`config.mk`:
```
export PLATFORM = sky130hd
export DESIGN_NAME = pvr_pll_status_regs
export DESIGN_NICKNAME = d
export VERILOG_FILES = /design/src/hw/pvr_pkg.sv /design/src/hw/pvr_band_search.sv /design/src/hw/pvr_pll_status_regs.sv
export SDC_FILE = /design/constraint.sdc
export NUM_CORES = 1
export LEC_CHECK = 0
export CAP_MARGIN = 20
export CORE_MARGIN = 2
export CORE_UTILIZATION = 46
export DETAILED_ROUTE_END_ITERATION = 16
export DONT_BUFFER_PORTS = 1
export HOLD_SLACK_MARGIN = 0.1
export PLACE_DENSITY_LB_ADDON = 0.08
export SLEW_MARGIN = 30
export SYNTH_ARGS = -nofsm -noshare
export SYNTH_HDL_FRONTEND = slang
export SYNTH_SLANG_ARGS = --single-unit
export TNS_END_PERCENT = 5
```
`constraint.sdc`:
```
create_clock -name mclk -period 4.3 [get_ports mclk]
set_clock_uncertainty 0.15 [all_clocks]
set_input_delay 0.215 -clock mclk [delete_from_list [all_inputs] [get_ports mclk]]
set_output_delay 0.215 -clock mclk [all_outputs]
set_load 0.02 [all_outputs]
```
`src/hw/pvr_pkg.sv`:
```
// Shared constants and carriers for the synthesizer status/indirect block
package pvr_pkg;

  // ****************************************
  // Widths and offsets
  // ****************************************
  localparam int          ADDR_W         = 8;
  localparam int          DATA_W         = 24;
  localparam int          OSC_W          = 9;
  localparam int          BAND_W         = 8;
  localparam int          MAG_W          = 19;
  localparam int          TEST_W         = 17;
  localparam logic [7:0]  OFS_INDIRECT   = 8'h05;
  localparam logic [7:0]  OFS_BAND_STAT  = 8'h10;
  localparam logic [7:0]  OFS_ERR_STAT   = 8'h11;
  localparam logic [7:0]  OFS_LOCK_STAT  = 8'h12;
  localparam logic [7:0]  OFS_SELF_TEST  = 8'h13;
  localparam logic [3:0]  OSC_TUNING     = 4'h0;
  localparam logic [3:0]  OSC_ENABLES    = 4'h1;
  localparam logic [3:0]  OSC_DIVIDER    = 4'h2;
  localparam logic [3:0]  OSC_CONFIG     = 4'h3;
  localparam logic [2:0]  ID_OSC         = 3'h0;

  // ****************************************
  // Field positions
  // ****************************************
  localparam int          ID_LSB         = 0;
  localparam int          OADDR_LSB      = 3;
  localparam int          ODATA_LSB      = 7;
  localparam int          TUNE_CAL_BIT   = 0;
  localparam int          SUBBAND_LSB    = 1;
  localparam int          EN_MASTER      = 0;
  localparam int          EN_OSC         = 1;
  localparam int          EN_PLLBUF      = 2;
  localparam int          EN_IO          = 3;
  localparam int          EN_OUTSTAGE    = 5;
  localparam int          DIV_LSB        = 0;
  localparam int          MODE_LSB       = 0;
  localparam int          BUSY_BIT       = 8;
  localparam int          SIGN_BIT       = 19;
  localparam int          GPO_BIT        = 0;
  localparam int          LOCK_BIT       = 1;

  // ****************************************
  // Reset values and codes
  // ****************************************
  localparam logic [8:0]  RST_TUNING     = 9'h020;
  localparam logic [8:0]  RST_ENABLES    = 9'h1BF;
  localparam logic [8:0]  RST_DIVIDER    = 9'h001;
  localparam logic [8:0]  RST_CONFIG     = 9'h091;
  localparam logic [7:0]  RST_BAND       = 8'h20;
  localparam logic [18:0] RST_ERR_MAG    = 19'h0_7FFF;
  localparam logic        RST_ERR_NEG    = 1'b0;
  localparam logic [16:0] SELF_TEST_VAL  = 17'h0_0000;
  localparam logic [5:0]  DIV_MAX        = 6'h3E;
  localparam logic [1:0]  MODE_LOW_NOISE = 2'h3;

  // ****************************************
  // Timing
  // ****************************************
  localparam int          CLK_NS         = 10;
  localparam int          SETTLE_NS      = 1000;
  localparam int          SETTLE_CYC     = (SETTLE_NS + CLK_NS - 1) / CLK_NS;

  // ****************************************
  // Carriers
  // ****************************************
  typedef struct packed {
    logic        calVolt;
    logic [7:0]  subband;
    logic        oscEn;
    logic        pllBufEn;
    logic        outDivEn;
    logic        outStageEn;
    logic        outMute;
    logic [5:0]  divRatio;
    logic        lowNoise;
  } pvr_osc_ctrl_t;

  typedef struct packed {
    logic        busy;
    logic [7:0]  band;
    logic        errNeg;
    logic [18:0] errMag;
  } pvr_cal_stat_t;

endpackage : pvr_pkg

```
`src/hw/pvr_band_search.sv`:
```
// Successive-approximation search for the nearest oscillator band
`timescale 1ns/10ps
module pvr_band_search #(
  parameter int BAND_W = pvr_pkg::BAND_W,
  parameter int SETTLE = pvr_pkg::SETTLE_CYC
) (
  input  wire logic                 mclk,
  input  wire logic                 rst_b,
  input  wire logic                 start,
  input  wire logic [18:0]          errMag,
  input  wire logic                 errNeg,
  output logic      [BAND_W-1:0]    trialBand,
  output pvr_pkg::pvr_cal_stat_t    stat
);
  localparam int CW = $clog2(SETTLE + 1);

  if (BAND_W != pvr_pkg::BAND_W || SETTLE < 1) begin : g_chk
    $error("pvr_band_search: unsupported parameters");
  end

  typedef enum logic [1:0] {
    S_IDLE   = 2'b00,
    S_SETTLE = 2'b01,
    S_DECIDE = 2'b11
  } pvr_srch_t;

  pvr_srch_t         state_q;
  logic [BAND_W-1:0] mask_q;
  logic [CW-1:0]     cnt_q;
  logic [BAND_W-1:0] keep;

  // Larger code is a lower band: a low reading drops the trial bit
  assign keep = errNeg ? (trialBand & ~mask_q) : trialBand;

  // ****************************************
  // Sequencer
  // ****************************************
  always_ff @(posedge mclk or negedge rst_b) begin
    if (!rst_b) begin
      state_q   <= S_IDLE;
      mask_q    <= '0;
      cnt_q     <= '0;
      trialBand <= '0;
    end else begin
      unique case (state_q)
        S_IDLE: begin
          if (start) begin
            state_q   <= S_SETTLE;
            mask_q    <= {1'b1, {(BAND_W-1){1'b0}}};
            trialBand <= {1'b1, {(BAND_W-1){1'b0}}};
            cnt_q     <= CW'(SETTLE - 1);
          end
        end
        S_SETTLE: begin
          if (cnt_q == '0) begin
            state_q <= S_DECIDE;
          end else begin
            cnt_q <= cnt_q - 1'b1;
          end
        end
        S_DECIDE: begin
          mask_q    <= mask_q >> 1;
          trialBand <= keep | (mask_q >> 1);
          cnt_q     <= CW'(SETTLE - 1);
          state_q   <= mask_q[0] ? S_IDLE : S_SETTLE;
        end
      endcase
    end
  end

  // ****************************************
  // Status
  // ****************************************
  always_ff @(posedge mclk or negedge rst_b) begin
    if (!rst_b) begin
      stat <= '{busy: 1'b0, band: pvr_pkg::RST_BAND,
                errNeg: pvr_pkg::RST_ERR_NEG,
                errMag: pvr_pkg::RST_ERR_MAG};
    end else begin
      if (state_q == S_IDLE && start) begin
        stat.busy <= 1'b1;
      end
      if (state_q == S_DECIDE) begin
        stat.errMag <= errMag;
        stat.errNeg <= errNeg;
        if (mask_q[0]) begin
          stat.busy <= 1'b0;
          stat.band <= keep;
        end
      end
    end
  end

endmodule : pvr_band_search

```
`src/hw/pvr_pll_status_regs.sv`:
```
// Status registers and indirect oscillator register bank
// Functional notes
// - Band status shows calibrated band choice
// - Manual band change leaves status unchanged
// - Code zero is highest frequency band
// - Busy bit high during band search
// - Error status: magnitude low, sign above
// - Status reports output level and lock
// - Oscillator registers reached through indirect register
// - Tuning bit zero selects calibration voltage
// - Tuning bits select oscillator sub-band
// - Master enable clear turns everything off
// - Enables for oscillators and loop buffer
// - IO enable drives output stage, divider
// - Output stage enable clear disables stage
// - Divider: zero mutes, one passes, even divides
// - Odd codes round down, above 62 clamp
// - Mode field picks current or noise priority
// - Code 11 low noise, 01 low current
`timescale 1ns/10ps
module pvr_pll_status_regs #(
  parameter int SETTLE = pvr_pkg::SETTLE_CYC
) (
  input  wire logic                          mclk,
  input  wire logic                          rst_b,
  input  wire logic                          regWrStb,
  input  wire logic [pvr_pkg::ADDR_W-1:0]    regWrAddr,
  input  wire logic [pvr_pkg::DATA_W-1:0]    regWrData,
  input  wire logic                          regRdStb,
  input  wire logic [pvr_pkg::ADDR_W-1:0]    regRdAddr,
  output logic      [pvr_pkg::DATA_W-1:0]    regRdData,
  input  wire logic                          calStart,
  input  wire logic [pvr_pkg::MAG_W-1:0]     errMag,
  input  wire logic                          errNeg,
  input  wire logic                          gpoPin,
  input  wire logic                          lockPin,
  output pvr_pkg::pvr_osc_ctrl_t             oscCtrl
);

  if (SETTLE < 1) begin : g_chk
    $error("pvr_pll_status_regs: SETTLE must be at least 1");
  end

  // ****************************************
  // Declarations
  // ****************************************
  logic [pvr_pkg::OSC_W-1:0]  tuning_q;
  logic [pvr_pkg::OSC_W-1:0]  enables_q;
  logic [pvr_pkg::OSC_W-1:0]  divider_q;
  logic [pvr_pkg::OSC_W-1:0]  config_q;
  logic                       useCal_q;
  logic [1:0]                 gpoSync_q;
  logic [1:0]                 lockSync_q;
  logic [pvr_pkg::BAND_W-1:0] trialBand;
  pvr_pkg::pvr_cal_stat_t     stat;
  logic                       indWr;
  logic [3:0]                 oAddr;
  logic [pvr_pkg::OSC_W-1:0]  oData;
  logic [5:0]                 divCode;
  logic [5:0]                 ratio;
  logic                       master;

  // ****************************************
  // Band search engine
  // ****************************************
  pvr_band_search #(
    .BAND_W (pvr_pkg::BAND_W),
    .SETTLE (SETTLE)
  ) u_search (
    .mclk      (mclk),
    .rst_b     (rst_b),
    .start     (calStart),
    .errMag    (errMag),
    .errNeg    (errNeg),
    .trialBand (trialBand),
    .stat      (stat)
  );

  // ****************************************
  // Pin synchronisers
  // ****************************************
  always_ff @(posedge mclk or negedge rst_b) begin
    if (!rst_b) begin
      gpoSync_q  <= 2'h0;
      lockSync_q <= 2'h0;
    end else begin
      gpoSync_q  <= {gpoSync_q[0], gpoPin};
      lockSync_q <= {lockSync_q[0], lockPin};
    end
  end

  // ****************************************
  // Indirect write decode
  // ****************************************
  // Other subsystem identifiers belong to nobody here and are dropped
  assign oAddr = regWrData[pvr_pkg::OADDR_LSB +: 4];
  assign oData = regWrData[pvr_pkg::ODATA_LSB +: pvr_pkg::OSC_W];
  assign indWr = regWrStb && regWrAddr == pvr_pkg::OFS_INDIRECT &&
                 regWrData[pvr_pkg::ID_LSB +: 3] == pvr_pkg::ID_OSC;

  // Whole word replaces the target; no read-modify-write is possible
  always_ff @(posedge mclk or negedge rst_b) begin
    if (!rst_b) begin
      tuning_q  <= pvr_pkg::RST_TUNING;
      enables_q <= pvr_pkg::RST_ENABLES;
      divider_q <= pvr_pkg::RST_DIVIDER;
      config_q  <= pvr_pkg::RST_CONFIG;
    end else if (indWr) begin
      unique case (oAddr)
        pvr_pkg::OSC_TUNING:  tuning_q  <= oData;
        pvr_pkg::OSC_ENABLES: enables_q <= oData;
        pvr_pkg::OSC_DIVIDER: divider_q <= oData;
        pvr_pkg::OSC_CONFIG:  config_q  <= oData;
        default: ;
      endcase
    end
  end

  // Last band source: search result until a manual tuning write
  always_ff @(posedge mclk or negedge rst_b) begin
    if (!rst_b) begin
      useCal_q <= 1'b0;
    end else if (stat.busy) begin
      useCal_q <= 1'b1;
    end else if (indWr && oAddr == pvr_pkg::OSC_TUNING) begin
      useCal_q <= 1'b0;
    end
  end

  // ****************************************
  // Oscillator control outputs
  // ****************************************
  assign divCode = divider_q[pvr_pkg::DIV_LSB +: 6];
  assign master  = enables_q[pvr_pkg::EN_MASTER];

  always_comb begin
    if (divCode == 6'h00 || divCode == 6'h01) begin
      ratio = divCode;
    end else if (divCode > pvr_pkg::DIV_MAX) begin
      ratio = pvr_pkg::DIV_MAX;
    end else begin
      ratio = {divCode[5:1], 1'b0};
    end
  end

  always_ff @(posedge mclk or negedge rst_b) begin
    if (!rst_b) begin
      oscCtrl <= '0;
    end else begin
      oscCtrl.calVolt    <= tuning_q[pvr_pkg::TUNE_CAL_BIT];
      oscCtrl.subband    <= stat.busy ? trialBand :
                            useCal_q  ? stat.band :
                            tuning_q[pvr_pkg::SUBBAND_LSB +: 8];
      oscCtrl.oscEn      <= master && enables_q[pvr_pkg::EN_OSC];
      oscCtrl.pllBufEn   <= master &&
                            enables_q[pvr_pkg::EN_PLLBUF];
      oscCtrl.outDivEn   <= master && enables_q[pvr_pkg::EN_IO];
      oscCtrl.outStageEn <= master && enables_q[pvr_pkg::EN_IO] &&
                            enables_q[pvr_pkg::EN_OUTSTAGE];
      oscCtrl.outMute    <= ratio == 6'h00 || !master ||
                            !enables_q[pvr_pkg::EN_IO] ||
                            !enables_q[pvr_pkg::EN_OUTSTAGE];
      oscCtrl.divRatio   <= ratio;
      // Unsupported codes fall back to the low-current setting
      oscCtrl.lowNoise   <= config_q[pvr_pkg::MODE_LSB +: 2] ==
                            pvr_pkg::MODE_LOW_NOISE;
    end
  end

  // ****************************************
  // Read path
  // ****************************************
  always_ff @(posedge mclk or negedge rst_b) begin
    if (!rst_b) begin
      regRdData <= '0;
    end else if (regRdStb) begin
      regRdData <= '0;
      unique case (regRdAddr)
        pvr_pkg::OFS_BAND_STAT: begin
          regRdData[7:0] <= stat.band;
          regRdData[pvr_pkg::BUSY_BIT] <= stat.busy;
        end
        pvr_pkg::OFS_ERR_STAT: begin
          regRdData[pvr_pkg::MAG_W-1:0] <= stat.errMag;
          regRdData[pvr_pkg::SIGN_BIT]  <= stat.errNeg;
        end
        pvr_pkg::OFS_LOCK_STAT: begin
          regRdData[pvr_pkg::GPO_BIT]  <= gpoSync_q[1];
          regRdData[pvr_pkg::LOCK_BIT] <= lockSync_q[1];
        end
        pvr_pkg::OFS_SELF_TEST: begin
          regRdData[pvr_pkg::TEST_W-1:0] <= pvr_pkg::SELF_TEST_VAL;
        end
        // Indirect and unmapped addresses read zero
        default: ;
      endcase
    end
  end
endmodule : pvr_pll_status_regs

```
# Word level (Yosys, flattened, before mapping)

Index checks and enable logic that the tools add are counted.

Flip-flop bits (word level): 123
Input bits: 67
Output and inout bits: 45
Logic and storage cells: 99

$add $sub $neg: 1
$lt $le $gt $ge: 1
Equality and inequality tests: 14
Muxes and demuxes: 24
Bitwise logic cells: 3
Reductions and logical operators: 31

Operator list:

| kind                | count |
|---|---|
| $mux 8              | 5 |
| $pmux 8 s2          | 2 |
| $mux 29             | 1 |
| $eq 8x5->1 const B  | 3 |
| $pmux 7 s3          | 1 |
| $reduce_and 2->1    | 8 |
| $mux 7              | 2 |
| $pmux 7 s2          | 1 |
| $logic_not 6->1     | 2 |
| $mux 6              | 2 |
| $pmux 2 s3          | 2 |
| $mux 9              | 1 |
| $and 8x8->8         | 1 |
| $eq 4x2->1 const B  | 2 |
| $eq 8x3->1 const B  | 1 |
| $logic_and 1x1->1   | 8 |
| $not 8->8           | 1 |
| $or 8x7->8          | 1 |
| $logic_not 7->1     | 1 |
| $sub 7x1->7 const B | 1 |
| $eq 6x1->1 const B  | 1 |
| $gt 6x6->1 const B  | 1 |
| $eq 2x2->1 const B  | 2 |
| $eq 4x1->1 const B  | 1 |
| 12 further kinds    | 23 |

# Longest topological paths before layout

Gate-level depths: netlist of run 1.

Word-level depth: 7
Mapped depth: 7
Depth with buffers taken out: 6

# Modules after synthesis

A second synthesis of run 1 with hierarchy kept.

Cells, all modules: 460
Area total of the unflattened synthesis: 5195.0 µm²

By module, submodules not included:

| module              | times used | cells an instance | area each (µm²) | seq. area each (µm²) |
|---|---|---|---|---|
| pvr_pll_status_regs | 1          | 229               | 2830.2          | 1711.6 |
| pvr_band_search     | 1          | 231               | 2364.8          | 1371.3 |

# Least setup slack after synthesis of run 1

Ideal clock, no wire load.

Path type: reg2reg
Start: register u_search.cnt_q[3]
End: register u_search.cnt_q[1]
Setup time: 120 ps
Arrival: 1445 ps
Data required time: 4030 ps
Path slack: 2585 ps
Cell stages (with the launch flop): 5
Path buffers: 0
Period minus slack after synthesis: 1715 ps
Cells stage by stage: dfrtp_1 -> nor4_2 -> nand3b_1 -> or3_1 -> a31o_2

Longest elaborated chain between the ends: 3

Ends and longest elaborated chain:

| element                    | RTL line              | source |
|---|---|---|
| from (decl)                | pvr_band_search.sv:29 | `logic [CW-1:0] cnt_q;` |
| from (signal assigned)     | pvr_band_search.sv:51 | `cnt_q <= CW'(SETTLE - 1);` |
| from (signal assigned)     | pvr_band_search.sv:58 | `cnt_q <= cnt_q - 1'b1;` |
| from (signal assigned)     | pvr_band_search.sv:64 | `cnt_q <= CW'(SETTLE - 1);` |
| $logic_not 7->1            | pvr_band_search.sv:55 | `if (cnt_q == '0) begin` |
| $ne 2x2->1 (no line)       | n/a                   |  |
| $reduce_and 2->1 (no line) | n/a                   |  |

Every way passes these cells.
A chain may end at the register's enable or synchronous reset.

# Worst setup path after layout of run 1

Start: input regWrAddr[6] in the netlist's numbering
End: register tuning_q[7] in the netlist's numbering

Longest elaborated chain between the ends: 4

Ends and longest elaborated chain:

| element                        | RTL line                   | source |
|---|---|---|
| from (decl)                    | pvr_pll_status_regs.sv:27  | `input wire logic [pvr_pkg::ADDR_W-1:0] regWrAddr,` |
| $eq 8x3->1                     | pvr_pll_status_regs.sv:98  | `assign indWr = regWrStb && regWrAddr == pvr_pkg::OFS_INDIRECT &&` |
| $logic_and 1x1->1 (2 in a row) | pvr_pll_status_regs.sv:98  |  |
| $reduce_and 2->1 (no line)     | n/a                        |  |
| to (signal assigned)           | pvr_pll_status_regs.sv:104 | `tuning_q <= pvr_pkg::RST_TUNING;` |
| to (signal assigned)           | pvr_pll_status_regs.sv:110 | `pvr_pkg::OSC_TUNING: tuning_q <= oData;` |
| to (decl)                      | pvr_pll_status_regs.sv:47  | `logic [pvr_pkg::OSC_W-1:0] tuning_q;` |

Every way passes these cells.

==> results of run 1 <==
==> placed cells by master, fill, tap and decap left out, types with 4 or more instances in the layout <==
cell type / n
clkbuf_16: 16
inv_1: 28
dfrtp_1: 98
nor2_1: 11
nand3_1: 4
o22ai_1: 20
o21ai_0: 29
dlygate4sd3_1: 58
and2_1: 5
dfstp_2: 24
mux2i_1: 17
clkinv_4: 4
a21oi_1: 14
mux2_2: 22
nand2_1: 135
conb_1: 4
bufinv_16: 4
clkbuf_8: 4
==> worst paths after layout <==
kind / to / slack [ns] / start
max in group asynchronous: regRdData[9] / 3.39 / rst_b
hold / removal: lockSync_q[0] / 0.14 / lockPin
hold reg to reg: lockSync_q[1] / 0.19 / lockSync_q[0]
setup reg to reg: u_search.stat[24] / 2.14 / u_search.state_q[1]
min in group asynchronous: oscCtrl[11] / 0.19 / rst_b
setup / recovery: tuning_q[7] / 0.56 / regWrAddr[6]
==> metrics by stage <==
step	total power, mW	hold slack [ns]
4_1_cts	3.68	0.115
3_5_place_dp	2.08	-0.227
6_report	3.64	0.144
5_1_grt	3.85	0.128
2_1_floorplan	1.97	-0.231
3_3_place_gp	2.06	-0.228
==> routing by layer <==
metal  part of all wire [%]  vias up  wire length (um)  global-route usage [%]
met1                     43     1734              4700                    23.7
li1                       -     1704                 -                       -
met3                    4.4       13               482                    5.63
met4                    1.5        0               162                    7.59
met2                     51       79              5590                    33.4
met5                      0        -                 0                       0
==> kinds of logic (layout without fill, tap and decap cells) <==
family	count (synthesis)	count (layout)
other	1	4
adder cells (fa/ha/maj)	2	2
buffers and inverters	57	121
multiplexers	39	39
flip-flops	122	122
AO/OA/AOI/OAI	74	74
AND/OR/NAND/NOR	184	184
XOR/XNOR	1	1
==> sequential cells by signal (all words and copies together) (netlist names) <==
signal and flops:
regRdData 20, tuning_q 9, divider_q 6, u_search.cnt_q 7
useCal_q 1, enables_q 5, u_search.mask_q 8, gpoSync_q 2
u_search.state_q 2, u_search.trialBand 8, config_q 2, u_search.stat 29
lockSync_q 2, oscCtrl 21
==> where the power goes <==
| group | switching (mW) | internal (mW) |
|---|---|---|
| clock | 0.519 | 0.995 |
| combinational | 0.271 | 0.224 |
| sequential | 0.217 | 1.42 |
==> final cells by class <==
cell class	instances	area [um^2]	share of cell area [%]
timing repair buffer	61	621	9.66
sequential	122	3080	48.0
clock inverter	12	188	2.92
inverter	28	105	1.64
tap	140	175	2.73
clock buffer	20	455	7.09
multi-input combinational	304	1800	28.0
==> metrics, run 1 <==
Fillers roughly 900; Worst Path Buf+Inv 4; design area roughly 6400 um^2; Slew @ Worst Pin just under 0.9 ns; post-synth top area share a little under 50%; Compound-Gate Fraction of Synth Area between 8 and 9%; Synth Area in Simple Gates between 10% and 20%; Post-CTS Resized 0; Final setup viols 0; Post-Syn Area roughly 5100 um^2; CTS tree yes; mux cell area share after synthesis ~8.2%; First DRT Iteration DRCs approximately 250; hold depth 1; Max stage delay cell, worst path dlygate4sd3_1; Area contributors post-synth dfrtp_1 (48%), dfstp_2 (12%), nand2_1 (10%); n_diodes 0; status finished clean; crit-path most repeated cell dlygate4sd3_1; hpwl dp between 6000 and 7000 um; Distinct cells, synth 50; total number of vias around 3.5k; Worst Path Required between 4 and 5 ns; most frequent cell after synthesis nand2_1; non-filler instance count after layout between 600 and 700; critical path type input pin to register; final wirelength 10900 um; slowest cell delay on critical path around 0.64 ns; Synth Area in XOR/XNOR less than 1%; port buffer count 0; initial core utilization 47.1%; Yosys reg bits 122; Sink Count between 100 and 150; critical-path cell list dlygate4sd3_1, nor4b_4, dlygate4sd3_1, nand4_4, dlygate4sd3_1, nor3_4, mux2_2, dlygate4sd3_1; hold crit path type input pin to register; leading cell types by count after synthesis nand2_1 (136), dfrtp_1 (98), o21ai_0 (29), inv_1 (28), dfstp_2 (24); CTS root buffer clkbuf_8; CTS clk-pin slew, worst paths ~0.060 ns; Layout area overhead 25.9%; Startpoint Class input pin; Die Ht about 110 um; worst setup margin ~0.56 ns; crit-path leading delay family buffers and inverters; Placed Instances 595; core area between 10000 and 15000 um^2; # Post-CTS Setup Buffers 0; Nets about 600; setup TNS 0 ns; max-slew violation count 0; Fmax approximately 0.27 GHz; power per cell area 567 nW/um^2; area share of fa/ha/maj cells after synthesis less than 1%; element type at the critical path end register; Lkg Pwr between 3 and 4 nW; Post-Syn Instances 480; Reg2Reg Depth 5; dpl ws 2.20 ns; pin count of the biggest net entering global routing about 120; Worst Path Max Fanout 10; first-pass GRT wire length ~18000 um; Placed Area roughly 5200 um^2; drt drc 0; die footprint 12000 um^2; drt pass-1 iters 4; share of cells above drive strength 1 17.4%; Max Root-Sink Buffers 2; ys async rst share 100%; maximum VDD drop 0.266 mV; Finished Core Util 59.3%; number of flops mapped to enable cells by yosys 0; H-tree levels 4; post-synth top area cell dfrtp_1; grt total ovfl 0; Row Count 38; RePlAce Congestion ~0.83; total of warnings raised by yosys 0; Max Cap Viol 0; vias per cell around 5; final period utilization between 80% and 90%; Levels on crit path 8; initial antenna violation count 0; Slew HR about two fifths; worst skew pair latency 0.51 ns; Post-synth top flop dfrtp_1; average size of a mapped cell 10.6 um^2; unrepaired setup endpoints after global routing false; I/O pins 112; Routed Antenna Nets 0; largest family of logic cells by synthesized area simple AND/OR/NAND/NOR gates; CTS Hold Bufs about 60; sequential area share after synthesis between 60% and 70%; Final Hold Fails 0; CTS Buf Count 17; Die Span X ~110 um; overall routing resource usage 19.7%; WL per Instance ~16 um; CP arrival 3.97 ns; post-layout minimum cycle time roughly 3.7 ns; vias in the first global route 3566
Note: power is estimated with default switching activity, not from simulation.
==> run 2, diff against run 1 <==
--- a/config.mk
+++ b/config.mk
@@ -5,9 +5,10 @@
 export SDC_FILE = /design/constraint.sdc
 export NUM_CORES = 1
 export LEC_CHECK = 0
+export ABC_AREA = 1
 export CAP_MARGIN = 20
 export CORE_MARGIN = 2
-export CORE_UTILIZATION = 46
+export CORE_UTILIZATION = 25
 export DETAILED_ROUTE_END_ITERATION = 16
 export DONT_BUFFER_PORTS = 1
 export HOLD_SLACK_MARGIN = 0.1
==> run 2 against run 1 <==
Net effect:
- power is 0.88% lower
- critical path depth is 1 higher
- register-to-register slack worse by 0.05 ns
==> metrics, run 2 <==
status finished clean; core area 21800 um^2 (+100%); CTS Buf Count 17 (unchanged); unrepaired setup endpoints after global routing false; min-delay src regWrData[6]; Final Hold Fails 0 (unchanged); Die Ht 153 um (+40%); Post-Syn Area 5540 um^2 (+8.6%); Distinct cells, synth 34 (-32%); port buffer count 0 (unchanged); leading cell types by count after synthesis nand2_1 (193), inv_1 (116), dfrtp_1 (98), o21ai_0 (50); most frequent cells in the layout nand2_1 (193), inv_1 (115), dfrtp_1 (98); final wirelength 13300 um (+22%); final period utilization 68.7% (-18 points); slowest cell delay on critical path 0.63 ns (about the same); total number of vias 4097 (+16%); RePlAce Congestion 0.736 (-11%); Post-synth top flop dfrtp_1; element type at the critical path end register; Biggest register u_search.stat; most frequent cell after synthesis nand2_1; initial antenna violation count 0 (unchanged); Sink Count 122 (unchanged); number of flops mapped to enable cells by yosys 0 (unchanged); Max stage delay cell, worst path dlygate4sd3_1; Row Count 54 (+42%); Fillers 2298 (+150%); share of cells above drive strength 1 12.7% (-4.6 points); Max Cap Viol 0 (unchanged); Final setup viols 0 (unchanged); die footprint 23400 um^2 (+95%); H-tree levels 4 (unchanged); Die Span X 153 um (+40%); most common cell after layout, fill and taps aside nand2_1; CP arrival 3.16 ns (-0.81 ns); reg2reg start u_search.state_q[1]; Max Root-Sink Buffers 2 (unchanged); n_diodes 0 (unchanged); R2R Setup Slk 2.09 ns (-0.05 ns); setup TNS 0 ns (unchanged); critical-path cell list dlygate4sd3_1, nand3_2, dlygate4sd3_1, nor2_8, nand4_1, dlygate4sd3_1, nand2_1, dlygate4sd3_1, inv_1; vias per cell 4.22 (-18%); Nets 747 (+24%); average size of a mapped cell 8.70 um^2 (-18%); Layout area overhead 22.9%; total of warnings raised by yosys 0 (unchanged); Yosys reg bits 122 (unchanged); biggest regs u_search.stat (29), oscCtrl (21), regRdData (20); Post-Syn Instances 637 (+33%); Slew HR 44.3% (+3.9 points); post-synth top area share 44.3% (-3.8 points); hold endpoint tuning_q[0]; total power 3.61 mW (-0.88%); max-slew violation count 0 (unchanged); overall routing resource usage 12.0% (-7.7 points); Worst Path Buf+Inv 5 (+1); Worst Path Required 4.50 ns (-0.03 ns); post-synth top area cell dfrtp_1; ys async rst share 100% (unchanged); pin count of the biggest net entering global routing 123 (unchanged); I/O pins 112 (unchanged); Routed Antenna Nets 0 (unchanged); CTS clk-pin slew, worst paths 0.06 ns (about the same); worst setup path startpoint regWrStb; power per cell area 530 nW/um^2 (-6.5%); CTS root buffer clkbuf_16; Worst Path Max Fanout 26 (+16); Area contributors post-synth dfrtp_1 (44%), nand2_1 (13%), dfstp_2 (11%); drt drc 0 (unchanged); vias in the first global route 4154 (+16%); Startpoint Class input pin; hold crit path type input pin to register; drt pass-1 iters 4 (unchanged); initial core utilization 25.5% (-22 points); Placed Area 5730 um^2 (+11%); CTS tree yes; worst skew pair latency 0.41 ns (-0.10 ns); design area 6810 um^2 (+6.0%); crit-path leading delay family buffers and inverters; sequential area share after synthesis 55.6% (-4.8 points); Reg2Reg Depth 5 (unchanged); Lkg Pwr 3.33 nW (+5.5%); First DRT Iteration DRCs 194 (-23%); reg2reg end u_search.stat[27]; hold depth 5 (+4); max reg flops 29 (unchanged); hpwl dp 8880 um (+36%); first-pass GRT wire length 22200 um (+25%); grt total ovfl 0 (unchanged); crit-path most repeated cell dlygate4sd3_1; maximum VDD drop 0.215 mV (-19%); critical path type input pin to register; Slew @ Worst Pin 0.834 ns (-0.0579 ns); post-layout minimum cycle time 2.95 ns (-0.785 ns); WL per Instance 13.7 um (-14%); Fmax 0.339 GHz (+27%)
[run 2: cell count changes after synthesis, moves of 13 or more]
cell and change:
inv_1 +88, mux2_2 -22, mux2i_1 -17, nand2_1 +57
nand3_1 +20, nand4_1 +21, o21ai_0 +21, o22ai_1 -13
[run 2: kinds of logic after synthesis]
logic type	after synthesis	share of synthesized area [%]
AOI/OAI and AO/OA	86	9.82
xor gates and xnor gates	3	0.474
adders and majority gates	2	0.452
buffers and inverters	148	11.1
DFF	122	55.6
other	1	0.0677
and+or+nand+nor	275	22.5
[run 2: final cells by class]
class,count,area [um^2],area share [%]
sequential,122,3080,45.3
multi-input combinational,370,1860,27.3
timing repair buffer,50,519,7.63
clock buffer,18,439,6.45
inverter,117,439,6.45
tap,280,350,5.15
clock inverter,14,121,1.78
[run 2: layer usage]
metal,share of wire (%),up-vias,global-route usage (%)
li1,-,2053,-
met1,50,1937,16.1
met2,44,93,18.0
met3,4.8,14,3.97
met4,1.4,0,4.37
met5,0,-,0
[run 2: repair_timing]
action / CTS / global route
hold buffers: 49 / 0
buffers inserted: 0 / 0
endpoints found under the hold margin: 200 / 0
resized for setup: 0 / 0
[run 2: worst max-delay path by stage]
| stage | depth (start not counted) | slack, ns | end |
|---|---|---|---|
| 2_1_floorplan | 9 | 2.95 | u_search.cnt_q[4] |
| 3_3_place_gp | 5 | 2.08 | u_search.stat[27] |
| 3_5_place_dp | 5 | 2.01 | u_search.stat[27] |
| 4_1_cts | 9 | 1.37 | enables_q[2] |
| 5_1_grt | 9 | 1.23 | enables_q[2] |
| 6_report | 9 | 1.35 | enables_q[2] |
[run 2: tightest hold or removal path, delay by kind of cell]
family                 cells  cell delay, ns
buffers and inverters      1            0.04
AND/OR/NAND/NOR            4            0.39
[run 2: where the power goes]
group / switching, mW / total, mW / internal, mW / leakage [nW]
Sequential: 0.173 / 1.63 / 1.45 / 1.37
Clock: 0.540 / 1.35 / 0.808 / 0.261
Combinational: 0.409 / 0.635 / 0.226 / 1.69
[run 2: per-stage QoR]
stage | worst slack [ns] | hold WS [ns] | instances | util, %
final | 1.35 | 0.114 | 971 | 31.3
after global routing | 1.23 | 0.115 | 971 | 31.3
after CTS | 1.37 | 0.101 | 970 | 31.2
after detailed placement | 2.01 | -0.228 | 889 | 26.3
after global placement | 2.08 | -0.227 | 889 | 26.3
after floorplan | 2.95 | -0.231 | 640 | -
